File: src/core/qhdp_pkg.sv
// Package: register map, access sizes and carriers of the queue host data port
package qhdp_pkg;

  localparam int unsigned PTR_W = 11;

  // Register byte offsets within the bank
  localparam logic [3:0] OFS_TX_CMD   = 4'h0;
  localparam logic [3:0] OFS_RX_CMD   = 4'h2;
  localparam logic [3:0] OFS_TX_PTR   = 4'h4;
  localparam logic [3:0] OFS_RX_PTR   = 4'h6;
  localparam logic [3:0] OFS_DATA_LO  = 4'h8;
  localparam logic [3:0] OFS_DATA_HI  = 4'hA;

  // Field positions
  localparam int unsigned BIT_AUTO_INC = 14;
  localparam int unsigned BIT_CMD      = 0;

  localparam logic [PTR_W-1:0] PTR_RESET = 11'h000;
  localparam logic [15:0]      ZERO16    = 16'h0000;

  // Pointer advance per access size
  localparam logic [PTR_W-1:0] STEP_BYTE  = 11'h001;
  localparam logic [PTR_W-1:0] STEP_WORD  = 11'h002;
  localparam logic [PTR_W-1:0] STEP_DWORD = 11'h004;

  // Queue address offset of the high data word
  localparam logic [PTR_W-1:0] OFS_HI_WORD = 11'h002;
  localparam logic [PTR_W-1:0] OFS_NONE    = 11'h000;

  // Byte lanes per access size
  localparam logic [3:0] LANES_BYTE  = 4'h1;
  localparam logic [3:0] LANES_WORD  = 4'h3;
  localparam logic [3:0] LANES_DWORD = 4'hF;

  typedef enum logic [1:0] {
    SIZE_BYTE  = 2'h0,
    SIZE_WORD  = 2'h1,
    SIZE_DWORD = 2'h2
  } qhdp_size_type;

  // Host bus request
  typedef struct packed {
    logic          rd;
    logic          wr;
    logic [3:0]    addr;
    qhdp_size_type size;
    logic [31:0]   wdata;
  } qhdp_req_type;

  // Queue memory byte-lane access
  typedef struct packed {
    logic             en;
    logic [PTR_W-1:0] addr;
    logic [3:0]       lanes;
    logic [31:0]      data;
  } qhdp_mem_type;

endpackage

File: src/core/qhdp_ptr.sv
// Frame pointer with auto-increment, command reload and self-clearing command bit
`timescale 1ns/100ps
module qhdp_ptr
  import qhdp_pkg::*;
(
  input  wire logic             clock,
  input  wire logic             sys_rst,
  input  wire logic             ptr_wr,
  input  wire logic [15:0]      ptr_wdata,
  input  wire logic             data_acc,
  input  wire qhdp_size_type    size,
  input  wire logic             cmd_wr,
  input  wire logic             cmd_done,
  input  wire logic [PTR_W-1:0] next_loc,
  output logic [PTR_W-1:0]      ptr,
  output logic                  auto_inc,
  output logic                  cmd_busy
);
  import qhdp_pkg::*;

  logic [PTR_W-1:0] ptr_q, ptr_d;
  logic             auto_q, auto_d;
  logic             busy_q, busy_d;
  logic [PTR_W-1:0] step;

  always_comb begin
    unique case (size)
      SIZE_BYTE:  step = STEP_BYTE;
      SIZE_WORD:  step = STEP_WORD;
      SIZE_DWORD: step = STEP_DWORD;
      default:    step = STEP_BYTE;
    endcase
  end

  always_comb begin
    ptr_d  = ptr_q;
    auto_d = auto_q;
    busy_d = busy_q;
    if (ptr_wr) begin
      ptr_d  = ptr_wdata[PTR_W-1:0];
      auto_d = ptr_wdata[BIT_AUTO_INC];
    end else if (cmd_done) begin
      ptr_d = next_loc;
    end else if (data_acc && auto_q) begin
      ptr_d = ptr_q + step;
    end
    // Otherwise held still
    if (cmd_wr) begin
      busy_d = 1'b1;
    end else if (cmd_done) begin
      busy_d = 1'b0;
    end
  end

  always_ff @(posedge clock or posedge sys_rst) begin
    if (sys_rst) begin
      ptr_q  <= PTR_RESET;
      auto_q <= 1'b0;
      busy_q <= 1'b0;
    end else begin
      ptr_q  <= ptr_d;
      auto_q <= auto_d;
      busy_q <= busy_d;
    end
  end

  assign ptr      = ptr_q;
  assign auto_inc = auto_q;
  assign cmd_busy = busy_q;

endmodule

File: src/core/qhdp_top.sv
// Host data port into the receive and transmit frame queues
// Functional notes
// - Auto-increment advances rx pointer on data reads
// - Advance equals access size: 1, 2, 4
// - Auto-increment off: pointer held, host writes it
// - Rx pointer is 11-bit RW, resets zero
// - Release command reloads pointer to next frame
// - Data read from receive queue, write to transmit
// - Any alignment, mixed access sizes accepted
// - Low/high words consecutive; one dword location
// - Separate one-way read and write buffers
// - Release bit self-clears when memory freed
// - Tx pointer advances on writes, reloads on enqueue
`timescale 1ns/100ps
module qhdp_top
  import qhdp_pkg::*;
(
  input  wire logic             clock,
  input  wire logic             sys_rst,
  input  wire qhdp_req_type     host_req,
  output logic [31:0]           host_rdata,
  output logic                  host_rvalid,
  // Receive queue read port, read data taken in the same cycle the port is driven
  output qhdp_mem_type          receive_queue_rd,
  input  wire logic [31:0]      receive_queue_rdata,
  // Transmit queue write port
  output qhdp_mem_type          transmit_queue_wr,
  // Queue management unit links
  output logic                  rx_release_req,
  input  wire logic             rx_release_done,
  input  wire logic [PTR_W-1:0] rx_next_loc,
  output logic                  tx_enqueue_req,
  input  wire logic             tx_enqueue_done,
  input  wire logic [PTR_W-1:0] tx_next_loc
);
  import qhdp_pkg::*;

  // ==========================================================
  // Address decode
  logic       hit_lo, hit_hi, data_rd, data_wr;
  logic       rx_ptr_wr, tx_ptr_wr, rx_cmd_wr, tx_cmd_wr;
  logic [3:0] lanes;
  logic [PTR_W-1:0] sub;

  always_comb begin
    hit_lo    = host_req.addr == OFS_DATA_LO;
    hit_hi    = host_req.addr == OFS_DATA_HI;
    data_rd   = host_req.rd && (hit_lo || hit_hi);
    data_wr   = host_req.wr && (hit_lo || hit_hi);
    rx_ptr_wr = host_req.wr && host_req.addr == OFS_RX_PTR;
    tx_ptr_wr = host_req.wr && host_req.addr == OFS_TX_PTR;
    rx_cmd_wr = host_req.wr && host_req.addr == OFS_RX_CMD && host_req.wdata[BIT_CMD];
    tx_cmd_wr = host_req.wr && host_req.addr == OFS_TX_CMD && host_req.wdata[BIT_CMD];
  end

  // ==========================================================
  // Pointers
  logic [PTR_W-1:0] rx_ptr, tx_ptr;
  logic             rx_auto, tx_auto, rx_busy, tx_busy;

  qhdp_ptr u_rx_ptr (
    .clock    (clock),
    .sys_rst  (sys_rst),
    .ptr_wr   (rx_ptr_wr),
    .ptr_wdata(host_req.wdata[15:0]),
    .data_acc (data_rd),
    .size     (host_req.size),
    .cmd_wr   (rx_cmd_wr),
    .cmd_done (rx_release_done),
    .next_loc (rx_next_loc),
    .ptr      (rx_ptr),
    .auto_inc (rx_auto),
    .cmd_busy (rx_busy)
  );

  qhdp_ptr u_tx_ptr (
    .clock    (clock),
    .sys_rst  (sys_rst),
    .ptr_wr   (tx_ptr_wr),
    .ptr_wdata(host_req.wdata[15:0]),
    .data_acc (data_wr),
    .size     (host_req.size),
    .cmd_wr   (tx_cmd_wr),
    .cmd_done (tx_enqueue_done),
    .next_loc (tx_next_loc),
    .ptr      (tx_ptr),
    .auto_inc (tx_auto),
    .cmd_busy (tx_busy)
  );

  // ==========================================================
  // Byte lanes: high word offset adds two bytes
  always_comb begin
    sub = hit_hi ? OFS_HI_WORD : OFS_NONE;
    unique case (host_req.size)
      SIZE_BYTE:  lanes = LANES_BYTE;
      SIZE_WORD:  lanes = LANES_WORD;
      SIZE_DWORD: lanes = LANES_DWORD;
      default:    lanes = LANES_BYTE;
    endcase
  end

  // ==========================================================
  // Queue ports and one-way data buffers
  qhdp_mem_type rdp_q, rdp_d, wrp_q, wrp_d;
  logic         rd_pend_q, rd_pend_d;
  logic [31:0]  rbuf_q, rbuf_d;
  logic         rval_q, rval_d;
  logic         rel_q, rel_d, enq_q, enq_d;
  logic [15:0]  reg_rdata;

  always_comb begin
    reg_rdata = ZERO16;
    unique case (host_req.addr)
      OFS_RX_PTR: begin
        reg_rdata[PTR_W-1:0]   = rx_ptr;
        reg_rdata[BIT_AUTO_INC] = rx_auto;
      end
      OFS_TX_PTR: begin
        reg_rdata[PTR_W-1:0]   = tx_ptr;
        reg_rdata[BIT_AUTO_INC] = tx_auto;
      end
      OFS_RX_CMD: reg_rdata[BIT_CMD] = rx_busy;
      OFS_TX_CMD: reg_rdata[BIT_CMD] = tx_busy;
      default:    reg_rdata = ZERO16;
    endcase
  end

  always_comb begin
    rdp_d       = '0;
    rdp_d.en    = data_rd;
    rdp_d.addr  = rx_ptr + sub;
    rdp_d.lanes = lanes;
    wrp_d       = '0;
    wrp_d.en    = data_wr;
    wrp_d.addr  = tx_ptr + sub;
    wrp_d.lanes = lanes;
    wrp_d.data  = host_req.wdata;
    rd_pend_d   = data_rd;
    rbuf_d      = rbuf_q;
    rval_d      = 1'b0;
    if (rd_pend_q) begin
      rbuf_d = receive_queue_rdata;
      rval_d = 1'b1;
    end else if (host_req.rd && !data_rd) begin
      rbuf_d = {ZERO16, reg_rdata};
      rval_d = 1'b1;
    end
    rel_d = rx_cmd_wr;
    enq_d = tx_cmd_wr;
  end

  always_ff @(posedge clock or posedge sys_rst) begin
    if (sys_rst) begin
      rdp_q     <= '0;
      wrp_q     <= '0;
      rd_pend_q <= 1'b0;
      rbuf_q    <= '0;
      rval_q    <= 1'b0;
      rel_q     <= 1'b0;
      enq_q     <= 1'b0;
    end else begin
      rdp_q     <= rdp_d;
      wrp_q     <= wrp_d;
      rd_pend_q <= rd_pend_d;
      rbuf_q    <= rbuf_d;
      rval_q    <= rval_d;
      rel_q     <= rel_d;
      enq_q     <= enq_d;
    end
  end

  assign receive_queue_rd  = rdp_q;
  assign transmit_queue_wr = wrp_q;
  assign host_rdata        = rbuf_q;
  assign host_rvalid       = rval_q;
  assign rx_release_req    = rel_q;
  assign tx_enqueue_req    = enq_q;

endmodule

File: config.mk
export PLATFORM = sky130hd
export DESIGN_NAME = qhdp_top
export DESIGN_NICKNAME = d
export VERILOG_FILES = /design/src/core/qhdp_pkg.sv /design/src/core/qhdp_ptr.sv /design/src/core/qhdp_top.sv
export SDC_FILE = /design/constraint.sdc
export NUM_CORES = 1
export LEC_CHECK = 0
export ABC_AREA = 1
export BUFFER_PORTS_ARGS = -buffer_cell sky130_fd_sc_hd__buf_4
export CAP_MARGIN = 10
export CORE_MARGIN = 8
export CORE_UTILIZATION = 40
export DETAILED_ROUTE_END_ITERATION = 12
export PLACE_DENSITY = 0.68
export REMOVE_ABC_BUFFERS = 1
export SLEW_MARGIN = 20
export SYNTH_ARGS = -nofsm -noshare
export SYNTH_HDL_FRONTEND = slang
export SYNTH_SLANG_ARGS = --single-unit
File: constraint.sdc
create_clock -name clock -period 6.75 [get_ports clock]
set_input_delay 1.35 -clock clock [delete_from_list [all_inputs] [get_ports clock]]
set_output_delay 1.35 -clock clock [all_outputs]
set_load 0.02 [all_outputs]
==> results of run 1 <==
[cell families after synthesis]
| logic type | Yosys count | synth area share (%) |
|---|---|---|
| simple gates | 310 | 22.6 |
| buf+inv | 153 | 12.6 |
| flops | 120 | 50.9 |
| compound gates | 83 | 8.19 |
| xor+xnor | 20 | 2.97 |
| fa+ha+maj | 12 | 2.55 |
| other cells | 2 | 0.127 |
[registers in the layout (all words and copies together), names as in the netlist]
name,cells
tx_enqueue_req,1
host_rvalid,1
transmit_queue_wr,47
u_tx_ptr.cmd_busy,1
u_tx_ptr.ptr,11
u_rx_ptr.cmd_busy,1
receive_queue_rd,11
u_rx_ptr.ptr,11
host_rdata,32
rx_release_req,1
rd_pend_q,1
u_rx_ptr.auto_inc,1
u_tx_ptr.auto_inc,1
[power by group through the flow]
stage	registers (uW)	clock network, uW	logic, uW
2_1_floorplan	902	0	173
6_report	837	964	417
5_1_grt	845	1020	460
4_1_cts	836	988	420
3_3_place_gp	846	0	414
3_5_place_dp	848	0	418
[cell type report]
class	count	area, um2	share of cell area, %
inverters	93	352	4.40
flip-flops and latches	120	3000	37.6
multi-input cells	458	2270	28.5
well taps	184	230	2.88
repair buffers	198	1490	18.6
clock buffers	18	439	5.50
clock inverters	14	198	2.48
[through the flow]
| stage | worst slack (ns) | utilization [%] |
|---|---|---|
| after detailed placement | 3.41 | 50.7 |
| final | 3.84 | 55.1 |
| after global placement | 3.50 | 50.7 |
| after floorplan | 2.21 | - |
| after CTS | 3.86 | 55.1 |
| after global routing | 3.60 | 55.1 |
[routing by layer]
layer	GRT usage [%]	wire (um)	vias to the layer above
met5	0	0	-
met4	7.24	333	0
met3	4.70	1340	25
met2	28.9	7900	209
met1	22.7	7320	2350
li1	-	-	2525
[path summary, 6_finish.rpt]
kind	from	end	cells past startpoint
worst max-delay path	host_req[34]	u_rx_ptr.ptr[3]	7
worst min-delay path	u_rx_ptr.ptr[0]	receive_queue_rd[36]	0
worst max register to register	rd_pend_q	host_rdata[0]	5
worst min register to register	u_rx_ptr.ptr[0]	receive_queue_rd[36]	0
max in group asynchronous	sys_rst	transmit_queue_wr[8]	3
min in group asynchronous	sys_rst	transmit_queue_wr[22]	2
[Yosys cell counts, types with 3 or more instances]
library cell  instances
o21ai_1              25
buf_4                39
nand2_1             195
o22ai_1              12
dfrtp_1             120
nand4_1               6
inv_1                85
xor2_1               19
clkbuf_1             11
ha_1                 12
a21oi_1               4
inv_2                 7
nor2_2                8
nor2_4                4
o211ai_1              7
o21ai_0              17
nor3_1                7
buf_2                 7
o21bai_1              3
nand3_1              50
nor2_1               32
a31oi_1              11
==> impl_metrics.yaml, run 1 <==
clocking:
  cts.clk_slew.worst_paths_ns: 0.06
  cts_root_buf: "clkbuf_16"
  numCtsBuffers: 17
  cts_tree: "built"
  cts_max_level: 4
  clk_path_buf_depth: 2
  cts_resized: 0
  clock_sinks: 120
  post_cts_buffers: 0
  insertion_delay_ns: 0.42
  ctsHoldBuffers: 0
power:
  p_int_uw: 1580
  power_frac_seq_pct: 37.7
  pwr-share-comb_pct: 18.8
  power_frac_clock_pct: 43.5
  switching_share_pct: 28.8
  power_uw: 2220
  total_leakage_power_uw: 0.00418
  p_switching_uw: 639
  power_density_nw_per_um2: 278
  irDropWorstVdd_mv: 0.164
sta:
  clock_skew_ns: 0.00473
  clock.fmax_ghz: 0.344
  setup_violations: 0
  period_needed_ns: 2.91
  rsz0062_at_grt: "no"
  fin_setup_tns_ns: 0
  fin_crit_sh_pct: 43.1
  finalHoldViolCount: 0
  worst_slew_pin_slew_ns: 1.07
  hold_ws_ns: 0.404
  slew_headroom_pct: 28.7
  maxSlewViolCount: 0
final_layout:
  fill_cells: 1375
  diodes: 0
  stdcell_area_um2: 7980
  area_delta_synth_final_pct: 35.3
  drive_above_1_share_pct: 28.5
  final_common_cell: "buf_4"
  fin_nets: 998
  layout_common_cells: "buf_4, nand2_1, dfrtp_1"
  stdcell_count: 1085
die:
  dieArea_um2: 18900
  rows: 44
  initial_core_util_pct: 40.7
  fp.dieH_um: 137
  pin_count: 229
  core_area_um2: 14500
  die_width_um: 137
yosys:
  yosysTopAreaCell: "dfrtp_1"
  async_reset_ff_share_pct: 100
  synthFlopType: "dfrtp_1"
  syn_area_um2: 5900
  synth_top_area_share_pct: 50.9
  ys_warn_count: 0
  synth-edff-count: 0
  yosysSeqAreaShare_pct: 50.9
  postSynthAreaPerCell_um2: 8.43
  synth-seq-cells: 120
  synth_cell_types: 36
  synth_top_cells_by_area: "dfrtp_1, nand2_1, inv_1"
  synthCells: 700
grt:
  grt_pass1_wl_mm: 26.1
  grt_max_degree: 78
  grt_overflow: 0
  grt_usage_pct: 18.0
  antenna_found_initial: 0
  grt_pass1_vias: 5082
critical_path:
  r2r_slack_ns: 4.88
  crit_buf_inv: 2
  startpoint_type: "input pin"
  worstPathMaxFanout: 22
  cp_top_family: "simple AND/OR/NAND/NOR gates"
  max_stage_delay_ns: 0.61
  cp.arrival_ns: 3.20
  critPathSlowestCell: "nand3_1"
  crit_path_end_kind: "register"
  required_ns: 7.05
  crit_type: "input pin to register"
  path_cells: "buf_4 > nor2_2 > nand3_1 > nand3_2 > inv_2 > a22oi_1 > nand2_1"
drt:
  ant_nets: 0
  totalWireLength_mm: 16.9
  vias: 5109
  detail_route.iter0.violations: 331
  wl_per_cell_um: 15.6
  drt_pass1_iterations: 5
  vias_per_cell: 4.71
  drc_errors: 0
place:
  dpl.hpwl_mm: 13.0
  dp.cells: 1053
  gp_congestion: 0.869
  numPortBuffers: 196
  placed_cell_area_um2: 7350
job:
  maxCapViolCount: 0
status:
  status: "completed"
min_path:
  hp-class: "register to register"
(Power assumes the default switching activity.)
==> inputs of run 2 (changes only) <==
==> constraint.sdc (replaced) <==
create_clock -name clock -period 2.8 [get_ports clock]
set_input_delay 0.56 -clock clock [delete_from_list [all_inputs] [get_ports clock]]
set_output_delay 0.56 -clock clock [all_outputs]
set_load 0.02 [all_outputs]
==> run 2 against run 1 <==
Core utilization grew 0.46 points. Cell area is 0.83% higher. Non-clock buffer count is 5 higher. Routed wire length barely moved. Worst hold slack worse by 0.31 ns. Worst setup slack got worse by 3.0 ns. Combinational power grew 140%. Cell count grew 0.46%. Critical endpoint is now u_tx_ptr.ptr[8]. Clock skew is 0.0012 ns higher.
==> impl_metrics.yaml, run 2 (synthesized netlist as in run 1, its figures left out) <==
place:
  numPortBuffers: 196
  dpl.hpwl_mm: 13.2
  gp_congestion: 0.890
clocking:
  cts_root_buf: "clkbuf_16"
  ctsHoldBuffers: 0
  cts.clk_slew.worst_paths_ns: 0.06
  clock_sinks: 120
  cts_tree: "built"
  cts_max_level: 4
  numCtsBuffers: 17
  post_cts_buffers: 0
  insertion_delay_ns: 0.41
  cts_resized: 0
  clk_path_buf_depth: 2
critical_path:
  crit_type: "input pin to register"
  startpoint_type: "input pin"
  required_ns: 3.10
  r2r_slack_ns: 0.94
  crit_path_end_kind: "register"
  worstPathMaxFanout: 5
  cp.arrival_ns: 2.28
final_layout:
  fill_cells: 1358
  drive_above_1_share_pct: 28.8
  layout_common_cells: "buf_4, nand2_1, dfrtp_1"
  final_common_cell: "buf_4"
  largest_reg_flops: 47
  fin_util_pct: 55.6
  diodes: 0
  fin_nets: 1003
  area_delta_synth_final_pct: 36.5
drt:
  vias_per_cell: 4.65
  detail_route.iter0.violations: 254
  totalWireLength_mm: 16.9
  drt_pass1_iterations: 5
  wl_per_cell_um: 15.5
  vias: 5066
  drc_errors: 0
  ant_nets: 0
sta:
  fin_setup_tns_ns: 0
  slew_headroom_pct: 63.7
  clock.fmax_ghz: 0.504
  maxSlewViolCount: 0
  finalHoldViolCount: 0
  setup_violations: 0
  clock_skew_ns: 0.00595
  fin_crit_sh_pct: 70.8
  rsz0062_at_grt: "no"
  period_needed_ns: 1.98
  worst_slew_pin_slew_ns: 0.540
  hold_ws_ns: 0.0895
grt:
  grt_usage_pct: 18.1
  antenna_found_initial: 0
  grt_pass1_wl_mm: 26.6
  grt_overflow: 0
  grt_max_degree: 82
  grt_pass1_vias: 5272
die:
  initial_core_util_pct: 40.7
  pin_count: 229
  rows: 44
  fp.dieH_um: 137
  die_width_um: 137
  dieArea_um2: 18900
  core_area_um2: 14500
power:
  power_density_nw_per_um2: 676
  irDropWorstVdd_mv: 0.373
  total_leakage_power_uw: 0.00422
status:
  status: "completed"
job:
  maxCapViolCount: 0
min_path:
  hp-class: "input pin to async pin"
==> run 2: worst max-delay path, stage by stage <==
cell and delay [ns]:
buf_4 0.09, inv_1 0.05, ha_1 0.33, ha_1 0.26, ha_1 0.20, inv_1 0.05
nand2_1 0.08, nand4_1 0.13, nand2_1 0.15, nand2_1 0.10, nand2_1 0.05, nand3_1 0.06
nand2_1 0.06, nand2_1 0.06, nand2_1 0.05
==> run 2: layout make-up <==
| cell class | instances | area (um2) | share of cell area, % |
|---|---|---|---|
| timing repair buffer | 203 | 1540 | 19.1 |
| clock buffer | 20 | 457 | 5.67 |
| clock inverter | 12 | 196 | 2.44 |
| inverter | 93 | 352 | 4.37 |
| tap | 184 | 230 | 2.86 |
| multi-input combinational | 458 | 2270 | 28.3 |
| sequential | 120 | 3000 | 37.3 |
==> run 2: routing by layer <==
metal  up-vias  routed length (um)  track usage [%]
li1       2526                   -                -
met5         -                   0                0
met3        18                1390             4.56
met1      2324                7170             22.5
met4         0                 284             6.58
met2       198                8040             29.9
==> run 2: stage by stage <==
| step | setup WS [ns] | power (uW) | cell area (um2) | instances |
|---|---|---|---|---|
| after floorplan | -0.946 | 2590 | 5620 | 671 |
| after global placement | 0.500 | 3050 | 7400 | 1058 |
| after detailed placement | 0.436 | 3060 | 7400 | 1058 |
| after CTS | 0.858 | 5500 | 8050 | 1090 |
| after global routing | 0.629 | 5700 | 8050 | 1090 |
| final | 0.817 | 5440 | 8050 | 1090 |
==> run 2: final timing paths <==
kind	start	end	depth (start not counted)
max in group asynchronous	sys_rst	transmit_queue_wr[9]	3
min in group clock	host_req[29]	transmit_queue_wr[29]	1
worst min-delay path	sys_rst	transmit_queue_wr[22]	2
worst max register to register	u_rx_ptr.ptr[1]	u_rx_ptr.ptr[10]	14
worst max-delay path	host_req[32]	u_tx_ptr.ptr[8]	15
worst min register to register	u_rx_ptr.ptr[0]	receive_queue_rd[36]	0
==> run 2: power breakdown <==
part / internal, uW / leakage [uW] / total (uW) / switching [uW]
Combinational: 396 / 0.00242 / 1010 / 610
Sequential: 1900 / 0.00149 / 2020 / 120
Clock: 1620 / 0.000312 / 2410 / 790
